$ cat config.mk
export PLATFORM = sky130hd
export DESIGN_NAME = dpr_slave
export DESIGN_NICKNAME = d
export VERILOG_FILES = /design/src/design/dpr_sync.v /design/src/design/dpr_slave.v
export VERILOG_INCLUDE_DIRS = /design/src /design/src/design
export SDC_FILE = /design/constraint.sdc
export NUM_CORES = 1
export LEC_CHECK = 0
export CORE_MARGIN = 4
export CORE_UTILIZATION = 50
export DETAILED_ROUTE_END_ITERATION = 6
export DONT_BUFFER_PORTS = 1
export HOLD_SLACK_MARGIN = 0.08
export PLACE_DENSITY = 0.77
export SYNTH_ARGS = -nofsm -noshare
export SYNTH_HDL_FRONTEND = slang
export SYNTH_HIERARCHICAL = 1
export SYNTH_SLANG_ARGS = --single-unit
$ cat constraint.sdc
create_clock -name i_ref_clk -period 3.5 [get_ports i_ref_clk]
set_input_delay 0.175 -clock i_ref_clk [delete_from_list [all_inputs] [get_ports i_ref_clk]]
set_output_delay 0.175 -clock i_ref_clk [all_outputs]
set_load 0.02 [all_outputs]
$ cat src/design/dpr_regs.vh
// Constants for the DDR bus slave read/write path: command word fields,
// phase lengths, latency multipliers and transaction states.
// Assumes inclusion by bare name from the design files only.
`ifndef DPR_REGS_VH
`define DPR_REGS_VH

// Command-address word field positions
`define DPR_CA_WIDTH 48
`define DPR_CA_READ_BIT 47
`define DPR_CA_SPACE_BIT 46
`define DPR_CA_BURST_BIT 45
`define DPR_CA_ROW_MSB 44
`define DPR_CA_ROW_LSB 16
`define DPR_CA_COL_MSB 2
`define DPR_CA_COL_LSB 0

// Bus edges spent in the command-address phase (3 clocks, 2 edges each)
`define DPR_CA_EDGES 3'h6
// Edge index after which bits 47..16 are complete
`define DPR_ROW_LAST_EDGE 3'h3
// Edge index of the last command-address edge
`define DPR_CA_LAST_EDGE 3'h5

// Shift from latency clocks to bus edges: two per clock, four when doubled
`define DPR_LAT_EDGES_STD 2'h1
`define DPR_LAT_EDGES_EXT 2'h2

// Transaction states
`define DPR_ST_IDLE 3'h0
`define DPR_ST_CA 3'h1
`define DPR_ST_LAT 3'h2
`define DPR_ST_RDATA 3'h3
`define DPR_ST_WDATA 3'h4

// Synchroniser reset levels: chip select idle high, clock idle low
`define DPR_SYNC_INIT 11'h400

`endif

$ cat src/design/dpr_sync.v
// Two-flop synchroniser for a group of asynchronous bus pins.
// Assumes the pins are stable relative to each other for several clock periods.
`timescale 1ns/1ns

module dpr_sync #(
	parameter W = 11,
	parameter [W-1:0] INIT = {W{1'b0}}
) (
	input wire i_ref_clk,    // Sampling clock
	input wire i_reset_n,    // Asynchronous reset, active low
	input wire [W-1:0] i_d,  // Asynchronous pins
	output reg [W-1:0] o_q   // Synchronised copy
);

	reg [W-1:0] meta;

	// --------------------------------------------------------------
	// Two stages; only the second stage is read outside
	// --------------------------------------------------------------
	always @(posedge i_ref_clk or negedge i_reset_n) begin
		if (!i_reset_n) begin
			meta <= INIT;
			o_q <= INIT;
		end else begin
			meta <= i_d;
			o_q <= meta;
		end
	end

endmodule

$ cat src/design/dpr_slave.v
// Functional notes
// - Register reads put word bits 15:8 after strobe rise, 7:0 after fall.
// - Register writes take upper byte on clock rise, lower byte on fall.
// - Writes with latency use strobe as per-byte mask in data phase.
// - Zero-latency writes: host leaves strobe alone, every byte is written.
// - Zero-latency write data phase: device strobe low or released.
// - Command bit 47 read, bit 46 register space, bit 45 burst type.
// - Array access starts after bits 47..16; bits 2..0 pick the word.
// - Strobe during command phase: low one latency, high two.
// - Latency count per step comes from the configuration setting.
// - After latency, strobe toggles with data edge-aligned to it.
// - Burst data continues while host clocks with select low.
// - Wrapped bursts wrap in burst length; linear bursts run on.
// - Linear read past last address continues from address zero.
// - Host may raise select with clock idle; device ends transfer.
// - No free-running clock needed; clock may stop with select high.
// - Device drives the strobe throughout reads.
// - Register space always uses big-endian byte order.
// - Masked write: strobe high keeps byte, strobe low writes it.
//
// DDR bus slave: command decode, latency, read strobe/data, write capture.
// Assumes the bus clock half period spans at least four reference clocks,
// and i_mem_rdata is valid the cycle after an o_mem_rd pulse.
`timescale 1ns/1ns
`include "dpr_regs.vh"

module dpr_slave #(
	parameter ADDR_W = 23,
	parameter LAT_W = 4
) (
	input wire i_ref_clk,                // Reference clock, 20 MHz
	input wire i_reset_n,                // Asynchronous reset, active low
	input wire i_cs_n,                   // Bus chip select, active low
	input wire i_ck,                     // Bus clock from host
	input wire [7:0] i_dq,               // Bus data in
	input wire i_rw_data_strobe,         // Strobe in (write mask)
	input wire [LAT_W-1:0] i_latency,    // Clocks per latency count
	input wire i_refresh_busy,           // Request doubled latency
	input wire [ADDR_W-1:0] i_wrap_mask, // Low address bits that wrap
	input wire [15:0] i_mem_rdata,       // Word read back from store
	output reg [7:0] o_dq,               // Bus data out
	output reg o_dq_oe,                  // Bus data output enable
	output reg o_rw_data_strobe,         // Strobe out
	output reg o_rw_data_strobe_oe,      // Strobe output enable
	output reg [ADDR_W-1:0] o_mem_addr,  // Word address to store
	output reg o_mem_reg,                // Access targets register space
	output reg o_row_req,                // Row and upper column known
	output reg o_mem_rd,                 // Read request pulse
	output reg o_mem_wr,                 // Write request pulse
	output reg [15:0] o_mem_wdata,       // Write word, first byte high
	output reg [1:0] o_mem_be,           // Byte enables, bit 1 first byte
	output reg o_active                  // Transaction in progress
);

	// --------------------------------------------------------------
	// Pin synchronisation and edge detection
	// --------------------------------------------------------------
	wire [10:0] sync_q;
	wire cs_s;
	wire ck_s;
	wire rw_data_strobe_s;
	wire [7:0] dq_s;
	reg ck_d;
	wire ck_rise;
	wire ck_fall;
	wire ck_edge;

	dpr_sync #(
		.W(11),
		.INIT(`DPR_SYNC_INIT)
	) u_sync (
		.i_ref_clk(i_ref_clk),
		.i_reset_n(i_reset_n),
		.i_d({i_cs_n, i_ck, i_rw_data_strobe, i_dq}),
		.o_q(sync_q)
	);

	assign cs_s = sync_q[10];
	assign ck_s = sync_q[9];
	assign rw_data_strobe_s = sync_q[8];
	assign dq_s = sync_q[7:0];
	// Apart from select, only host clock edges move the machine, so a stopped clock is harmless
	assign ck_rise = ck_s & ~ck_d;
	assign ck_fall = ~ck_s & ck_d;
	assign ck_edge = ck_rise | ck_fall;

	// --------------------------------------------------------------
	// Transaction state
	// --------------------------------------------------------------
	reg [2:0] state;
	reg [2:0] edge_cnt;
	reg [47:0] ca;
	reg extra_lat;
	reg [7:0] lat_left;
	reg is_read;
	reg linear;
	reg mask_en;
	reg [15:0] rd_word;
	reg rd_pend;
	reg [7:0] wr_hi;
	reg be_hi;
	reg adv;

	wire [47:0] ca_next;
	wire [31:0] addr_full;
	wire [31:0] row_full;
	wire [ADDR_W-1:0] addr_inc;
	wire [ADDR_W-1:0] addr_next;
	wire [7:0] lat_base;
	reg [7:0] lat_total;
	wire lat_none;
	wire byte_keep;

	assign ca_next = {ca[39:0], dq_s};
	// Word address: row and upper column, then the low column bits
	assign addr_full = {ca_next[`DPR_CA_ROW_MSB:`DPR_CA_ROW_LSB],
		ca_next[`DPR_CA_COL_MSB:`DPR_CA_COL_LSB]};
	// After four edges the row bits sit in ca_next[28:0]
	assign row_full = {ca_next[28:0], 3'h0};
	assign addr_inc = o_mem_addr + {{(ADDR_W-1){1'b0}}, 1'b1};
	// Linear rolls over the top of the array; wrapped stays in its window
	assign addr_next = linear ? addr_inc :
		((o_mem_addr & ~i_wrap_mask) | (addr_inc & i_wrap_mask));
	assign lat_base = {{(8-LAT_W){1'b0}}, i_latency};
	// Latency in bus edges: two per clock, four per clock when doubled
	always @* begin
		lat_total = lat_base << `DPR_LAT_EDGES_STD;
		if (extra_lat) begin
			lat_total = lat_base << `DPR_LAT_EDGES_EXT;
		end
	end
	assign lat_none = (i_latency == {LAT_W{1'b0}});
	// Strobe high masks a byte, only when masking is active
	assign byte_keep = ~(mask_en & rw_data_strobe_s);

	// --------------------------------------------------------------
	// Read data return
	// --------------------------------------------------------------
	always @(posedge i_ref_clk or negedge i_reset_n) begin
		if (!i_reset_n) begin
			rd_pend <= 1'b0;
			rd_word <= 16'h0000;
		end else begin
			rd_pend <= o_mem_rd;
			if (rd_pend) begin
				rd_word <= i_mem_rdata;
			end
		end
	end

	// --------------------------------------------------------------
	// Main transaction machine
	// --------------------------------------------------------------
	always @(posedge i_ref_clk or negedge i_reset_n) begin
		if (!i_reset_n) begin
			ck_d <= 1'b0;
			state <= `DPR_ST_IDLE;
			edge_cnt <= 3'h0;
			ca <= 48'h000000000000;
			extra_lat <= 1'b0;
			lat_left <= 8'h00;
			is_read <= 1'b0;
			linear <= 1'b0;
			mask_en <= 1'b0;
			wr_hi <= 8'h00;
			be_hi <= 1'b0;
			adv <= 1'b0;
			o_dq <= 8'h00;
			o_dq_oe <= 1'b0;
			o_rw_data_strobe <= 1'b0;
			o_rw_data_strobe_oe <= 1'b0;
			o_mem_addr <= {ADDR_W{1'b0}};
			o_mem_reg <= 1'b0;
			o_row_req <= 1'b0;
			o_mem_rd <= 1'b0;
			o_mem_wr <= 1'b0;
			o_mem_wdata <= 16'h0000;
			o_mem_be <= 2'h0;
			o_active <= 1'b0;
		end else begin
			ck_d <= ck_s;
			o_row_req <= 1'b0;
			o_mem_rd <= 1'b0;
			o_mem_wr <= 1'b0;
			// Step the address one cycle after a write so it holds under the pulse
			if (adv) begin
				o_mem_addr <= addr_next;
				adv <= 1'b0;
			end
			if (cs_s) begin
				// Select high ends everything and releases the bus
				state <= `DPR_ST_IDLE;
				o_dq_oe <= 1'b0;
				o_rw_data_strobe_oe <= 1'b0;
				o_rw_data_strobe <= 1'b0;
				o_active <= 1'b0;
				adv <= 1'b0;
				// Clear leftover data and mask so no later command inherits them
				o_dq <= 8'h00;
				mask_en <= 1'b0;
			end else begin
				case (state)
				`DPR_ST_IDLE: begin
					// Host starts with the clock idle, so no edge is pending here
					state <= `DPR_ST_CA;
					edge_cnt <= 3'h0;
					extra_lat <= i_refresh_busy;
					o_rw_data_strobe <= i_refresh_busy;
					o_rw_data_strobe_oe <= 1'b1;
					o_active <= 1'b1;
				end
				`DPR_ST_CA: begin
					if (ck_edge) begin
						ca <= ca_next;
						edge_cnt <= edge_cnt + 3'h1;
						if (edge_cnt == `DPR_ROW_LAST_EDGE) begin
							o_mem_addr <= row_full[ADDR_W-1:0];
							o_row_req <= 1'b1;
						end
						if (edge_cnt == `DPR_CA_LAST_EDGE) begin
							is_read <= ca_next[`DPR_CA_READ_BIT];
							o_mem_reg <= ca_next[`DPR_CA_SPACE_BIT];
							linear <= ca_next[`DPR_CA_BURST_BIT];
							o_mem_addr <= addr_full[ADDR_W-1:0];
							lat_left <= lat_total;
							if (ca_next[`DPR_CA_READ_BIT]) begin
								// Fetch first word during latency; hold strobe low
								o_mem_rd <= 1'b1;
								o_rw_data_strobe <= 1'b0;
								if (lat_none) begin
									state <= `DPR_ST_RDATA;
									o_dq_oe <= 1'b1;
								end else begin
									state <= `DPR_ST_LAT;
								end
							end else if (ca_next[`DPR_CA_SPACE_BIT]) begin
								// Zero-latency register write: no mask, strobe released
								o_rw_data_strobe_oe <= 1'b0;
								mask_en <= 1'b0;
								state <= `DPR_ST_WDATA;
							end else begin
								// Host takes the strobe as a mask only when latency leaves room
								o_rw_data_strobe_oe <= 1'b0;
								if (lat_none) begin
									mask_en <= 1'b0;
									state <= `DPR_ST_WDATA;
								end else begin
									mask_en <= 1'b1;
									state <= `DPR_ST_LAT;
								end
							end
						end
					end
				end
				`DPR_ST_LAT: begin
					if (ck_edge) begin
						lat_left <= lat_left - 8'h01;
						if (lat_left == 8'h01) begin
							state <= is_read ? `DPR_ST_RDATA : `DPR_ST_WDATA;
							o_dq_oe <= is_read;
						end
					end
				end
				`DPR_ST_RDATA: begin
					// Strobe and data change together, first byte high half
					if (ck_rise) begin
						o_dq <= rd_word[15:8];
						o_rw_data_strobe <= 1'b1;
					end else if (ck_fall) begin
						o_dq <= rd_word[7:0];
						o_rw_data_strobe <= 1'b0;
						o_mem_addr <= addr_next;
						o_mem_rd <= 1'b1;
					end
				end
				`DPR_ST_WDATA: begin
					if (ck_rise) begin
						wr_hi <= dq_s;
						be_hi <= byte_keep;
					end else if (ck_fall) begin
						o_mem_wdata <= {wr_hi, dq_s};
						o_mem_be <= {be_hi, byte_keep};
						o_mem_wr <= 1'b1;
						adv <= 1'b1;
					end
				end
				default: begin
					state <= `DPR_ST_IDLE;
				end
				endcase
			end
		end
	end

endmodule

==> key figures, run 1 <==
Finish
  – Filler cells: 1365
  – # diodes: 0
  – Register bank with the most flops: ca
  – P&R area growth vs syn: 11.85%
  – Max reg flops: 34
  – Share of post-route cells with drive strength above 1: 13.79%
  – Biggest regs: ca: 34 flops, o_mem_addr: 23 flops
  – Most frequent cells in the layout: dfrtp_1 (156), nand2_1 (155), o21ai_0 (46)
  – Leading cell type in the layout, fill and taps excluded: dfrtp_1
  – # nets final: 909

Power
  – Sw frac: 34.53%
  – Maximum VDD drop: 352.9 µV
  – Overall Power: 0.005207 W
  – Internal Power: 0.003409 W
  – Clk pwr share: 34.2%
  – P_sw: 0.001798 W
  – Pwr dens: 563.2 nW/µm²
  – Comb power frac: 14.9%
  – Leak: 4.032 nW
  – Flop pwr share: 50.9%

Timing
  – Max-slew violation count: 0
  – Final setup vio count: 0
  – Max_slew headroom: 30.00%
  – Clk_skew: 0.006796 ns
  – Hold WS: -0.5663 ns
  – Final min period: 2.680 ns
  – Tightest Pin Transition: 1.046 ns
  – Unrepaired setup endpoints after global routing: no
  – TNS Setup: 0 ns
  – Tcrit/Tclk final: 76.57%
  – Achievable Freq: 373.1 MHz
  – Final hold viol count: 158

Clocking
  – Post-CTS Setup Bufs: 0
  – Post-cts hold buffer count: 32
  – Clock sink total: 158
  – CTS tree: done
  – Post-cts resize count: 0
  – Clk slew on worst S/H paths: 0.07 ns
  – Num CTS Buffers: 17
  – Root Driver: clkbuf_16
  – Max clock buf depth: 2
  – Worst-Skew Late Latency: 0.43 ns
  – H-tree Lvls: 4

Critical path
  – Critical register-to-register path startpoint: u_sync/o_q[9]
  – Worst Path Buf+Inv: 1
  – Crit end category: flop
  – Critical path class: reg2reg
  – Max stage delay cell, worst path: nand3b_1
  – Cells along the critical path: inv_1 > ha_1 > nand3b_1 > o21ai_0 > o21ai_0 > a211o_1 > o2bb2ai_1
  – Cell repeated most along the worst path: o21ai_0
  – Worst Path Required: 3.81 ns
  – CP startpoint kind: flop
  – CP Launch Point: u_sync/o_q[9]
  – Max FO, Critical Path: 16
  – WP data arrival: 2.99 ns
  – Top delay family on crit path: compound AO/OA/AOI/OAI gates
  – Crit path largest cell delay: 0.66 ns

Drt
  – Residual DRC: 0
  – Pre-Repair DR Iteration Count: 5
  – Final ANT Viol Nets: 0
  – DR vias: 6632
  – Vias per inst: 6.187
  – Violation count after the first detailed-route iteration: 729
  – Routed length per instance: 20.46 µm
  – Final WL: 21930 µm

Outcome
  – Status: finished with violations
  – Failing checks: hold timing

Placed design
  – Buffers on Ports: 0
  – GPL Wtd Cong: 0.9199
  – Hpwl dp: 15000 µm

Synth
  – EDFF count, synth: 0
  – Synth unique cells: 85
  – Yosys warnings: 6
  – Syn Area/Cell: 9.922 µm²
  – Synth Cell Area: 8265 µm²
  – Seq cells post-synth: 158
  – Async SR Flop Fraction: 100.0%
  – Mapped Cells: 833
  – Syn nets: 899
  – Main synth FF type: dfrtp_1
  – Seq/Total Area, Yosys: 47.87%

Global routing
  – First-pass GRT wire length: 35560 µm
  – Initial antenna violation count: 0
  – Vias in the first global route: 6574
  – Largest net degree at the start of global routing: 159
  – Gr ovfl total: 0
  – Total GRT Usage: 24.48%

Floorplan
  – I/O pins: 114
  – DIE AREA: 18650 µm²
  – Die Height: 136.6 µm
  – Core Area: 16060 µm²
  – Overall die width: 136.6 µm
  – Row count: 46
  – Initial Util: 51.47%

Worst hold path
  – Hold crit path type: in2async

Job
  – Max Cap Viol: 0
==> final cells by class <==
| type | instances | area, µm² | area share, % |
|---|---|---|---|
| Clock buffer | 17 | 425.4 | 4.601 |
| Timing Repair Buffer | 44 | 410.4 | 4.439 |
| Tap cell | 216 | 270.3 | 2.923 |
| Inverter | 16 | 60.06 | 0.6496 |
| Multi-Input combinational cell | 606 | 3974 | 42.98 |
| Sequential cell | 158 | 3956 | 42.79 |
| Clock inverter | 15 | 148.9 | 1.611 |
==> cell usage after synthesis (all sizes together), types with 4 or more instances <==
cell type,count,area [µm²]
xnor2,13,113.9
clkbuf,17,65.06
a21o,5,37.54
nand4,6,52.55
ha,9,112.6
inv,16,60.05
nor4,14,130.1
dfrtp,156,3904
a22o,4,35.03
nor3,21,126.4
o211ai,14,110.1
a31oi,17,106.4
nand2,159,616.8
a211oi,7,70.07
mux2,44,525.5
nor2,44,187.7
and3,11,68.82
o31ai,9,67.56
xor2,4,35.03
o2111ai,11,96.34
o2bb2ai,4,35.03
nor3b,6,72.57
nand3b,6,45.04
mux2i,17,170.2
o21ai,50,250.2
a221o,4,40.04
a22oi,5,37.54
nand2b,8,50.05
o22ai,6,37.54
nand3,18,112.6
buf,36,210.2
a21oi,40,204.0
o32ai,6,52.55
==> routing by layer <==
layer / vias up / part of all wire, % / GRT usage, %
met4: 0 / 2.8 / 8.399
met3: 42 / 9.7 / 6.654
li1: 3035 / - / -
met5: - / 0 / 0
met2: 340 / 45 / 37.84
met1: 3215 / 42 / 33.46
==> worst paths after layout <==
kind	to	slack [ns]	cells past startpoint
worst min register to register	u_sync/o_q[1]	0.35	0
worst max-delay path	o_mem_addr[9]	0.82	7
worst min-delay path	u_sync/o_q[0]	-0.57	0
min in group i_ref_clk	lat_left[4]	0.09	3
max in group asynchronous	u_sync/o_q[10]	3.82	0
worst max register to register	o_mem_addr[9]	0.82	7
==> cells by family after synthesis <==
logic type | Yosys count | share of synthesized area, %
AOI/OAI and AO/OA | 211 | 17.36
xor gates and xnor gates | 17 | 1.801
adders and majority gates | 9 | 1.362
buffers and inverters | 69 | 4.057
DFF | 158 | 47.87
muxes | 61 | 8.417
and+or+nand+nor | 308 | 19.13
==> power groups by stage <==
stage                     Combinational [W]  Clock (W)  Sequential (W)
after floorplan                    0.000674          0         0.00246
after global placement             0.000708          0         0.00266
after detailed placement           0.000734          0         0.00267
after CTS                          0.000768    0.00182         0.00264
after global routing               0.000873    0.00190         0.00269
final                              0.000774    0.00178         0.00265
==> metrics by stage <==
step / setup slack [ns] / cells / util (%) / instance area, µm²
2_1_floorplan: 1.470 / 833 / - / 8265
3_3_place_gp: 0.9353 / 1008 / 52.00 / 8351
3_5_place_dp: 0.8915 / 1008 / 52.00 / 8351
4_1_cts: 0.8731 / 1072 / 57.57 / 9245
5_1_grt: 0.6146 / 1072 / 57.57 / 9245
6_report: 0.8199 / 1072 / 57.57 / 9245
==> worst reg2reg max path, cell delays in order (launching register included) <==
cell and delay [ns]:
dfrtp_1 0.37, inv_1 0.07, ha_1 0.53, nand3b_1 0.66
o21ai_0 0.41, o21ai_0 0.13, a211o_1 0.27, o2bb2ai_1 0.12
Power figures use the tool's default switching activity.
==> run 2, diff against run 1 <==
--- a/config.mk
+++ b/config.mk
@@ -11,7 +11,7 @@
 export DETAILED_ROUTE_END_ITERATION = 6
 export DONT_BUFFER_PORTS = 1
 export HOLD_SLACK_MARGIN = 0.08
-export PLACE_DENSITY = 0.77
+export PLACE_DENSITY = 0.8
 export SYNTH_ARGS = -nofsm -noshare
 export SYNTH_HDL_FRONTEND = slang
 export SYNTH_HIERARCHICAL = 1
==> constraint.sdc (replaced) <==
create_clock -name i_ref_clk -period 2.4 [get_ports i_ref_clk]
set_input_delay 0.12 -clock i_ref_clk [delete_from_list [all_inputs] [get_ports i_ref_clk]]
set_output_delay 0.12 -clock i_ref_clk [all_outputs]
set_load 0.02 [all_outputs]
==> key figures, run 2 (synthesized netlist as in run 1, its figures left out) <==
Floorplan
  – I/O pins: 114
  – Die Height: 136.6 µm
  – Row count: 46
  – Core Area: 16060 µm²
  – Initial Util: 51.47%
  – Overall die width: 136.6 µm
  – DIE AREA: 18650 µm²

Timing
  – Final hold viol count: 158
  – Final setup vio count: 0
  – Hold WS: -0.6088 ns
  – Max-slew violation count: 0
  – Unrepaired setup endpoints after global routing: no
  – Clk_skew: 0.006170 ns
  – Tightest Pin Transition: 0.6571 ns
  – TNS Setup: 0 ns
  – Achievable Freq: 447.2 MHz
  – Final min period: 2.236 ns
  – Tcrit/Tclk final: 93.17%
  – Max_slew headroom: 56.20%

Global routing
  – First-pass GRT wire length: 36660 µm
  – Vias in the first global route: 6720
  – Gr ovfl total: 0
  – Total GRT Usage: 25.45%
  – Initial antenna violation count: 0
  – Largest net degree at the start of global routing: 159

Placed design
  – # placed instances: 1048
  – Buffers on Ports: 0
  – GPL Wtd Cong: 0.9678
  – Hpwl dp: 16100 µm

Finish
  – Util after Layout: 60.01%
  – Register bank with the most flops: ca
  – Post-Layout Cell Count: 1115
  – # diodes: 0
  – Most frequent cells in the layout: dfrtp_1 (156), nand2_1 (155), buf_4 (52)
  – Max reg flops: 34
  – Share of post-route cells with drive strength above 1: 17.35%
  – Leading cell type in the layout, fill and taps excluded: dfrtp_1
  – Filler cells: 1292
  – Biggest regs: ca: 34 flops, o_mem_addr: 23 flops
  – # nets final: 953
  – P&R area growth vs syn: 16.59%

Clocking
  – Root Driver: clkbuf_16
  – Worst-Skew Late Latency: 0.42 ns
  – Post-CTS Setup Bufs: 0
  – Post-cts resize count: 0
  – Clk slew on worst S/H paths: 0.07 ns
  – CTS tree: done
  – Num CTS Buffers: 17
  – Clock sink total: 158
  – Max clock buf depth: 2
  – H-tree Lvls: 4
  – Post-cts hold buffer count: 36

Critical path
  – WP data arrival: 2.54 ns
  – Critical path class: reg2reg
  – Worst Path Required: 2.70 ns
  – Max FO, Critical Path: 16
  – Crit end category: flop
  – CP startpoint kind: flop

Power
  – Maximum VDD drop: 465.1 µV
  – Pwr dens: 835.2 nW/µm²
  – Leak: 4.271 nW
  – Overall Power: 0.008049 W

Drt
  – Final WL: 23140 µm
  – Pre-Repair DR Iteration Count: 5
  – Routed length per instance: 20.76 µm
  – Vias per inst: 6.230
  – DR vias: 6947
  – Violation count after the first detailed-route iteration: 712
  – Residual DRC: 0
  – Final ANT Viol Nets: 0

Outcome
  – Failing checks: hold timing
  – Status: finished with violations

Worst hold path
  – Hold crit path type: in2async

Job
  – Max Cap Viol: 0
==> run 2: cell types whose count changed in the layout (fill, tap and decap cells not counted), moves of 2 or more <==
cell | before | now
buf_4 | 12 | 52
bufinv_16 | 0 | 4
dlygate4sd3_1 | 32 | 36
inv_8 | 3 | 0
clkinv_8 | 2 | 0
==> run 2: worst max-delay path, cell delays in order, from the launching register on <==
cell      delay (ns)
dfrtp_1         0.37
inv_1           0.07
ha_1            0.33
buf_4           0.21
o21ai_0         0.54
nand2_2         0.19
a221oi_1        0.29
o22ai_1         0.10
==> run 2: worst paths after layout <==
check                                    start  depth (start not counted)              to  slack, ns
worst max register to register   u_sync/o_q[9]                          7   o_mem_addr[6]       0.16
worst min-delay path                 i_reset_n                          0   o_mem_addr[0]      -0.61
max in group asynchronous            i_reset_n                          0  u_sync/o_q[10]       2.75
worst min register to register  u_sync/meta[5]                          0   u_sync/o_q[5]       0.35
min in group i_ref_clk          i_wrap_mask[0]                          4   o_mem_addr[0]       0.11
worst max-delay path             u_sync/o_q[9]                          7   o_mem_addr[6]       0.16
==> run 2: power by group <==
group / total (W) / switching (W) / leakage (nW) / internal, W
logic: 0.00139 / 0.000815 / 1.94 / 0.000580
registers: 0.00376 / 0.000650 / 2.04 / 0.00311
clock network: 0.00289 / 0.00112 / 0.296 / 0.00177
==> run 2: per-stage QoR <==
step | cell area [µm²] | setup slack, ns
after floorplan | 8265 | 0.3702
after global placement | 8651 | 0.2363
after detailed placement | 8651 | 0.2142
after CTS | 9637 | 0.1886
after global routing | 9637 | 0.01501
final | 9637 | 0.1639
==> run 2: area by class of cell <==
class	count	area, µm²	area share, %
Sequential cell	158	3956	41.05
Clock inverter	12	182.7	1.896
Multi-Input combinational cell	606	3974	41.24
Tap cell	216	270.3	2.804
Clock buffer	19	442.9	4.596
Inverter	16	60.06	0.6232
Timing Repair Buffer	88	750.7	7.790
==> run 2: metal layers <==
layer	up-vias	share of wire [%]	track usage, %
met1	3310	42	34.53
met4	0	3.4	9.574
met3	69	11	7.978
li1	3131	-	-
met2	437	44	38.42
met5	-	0	0
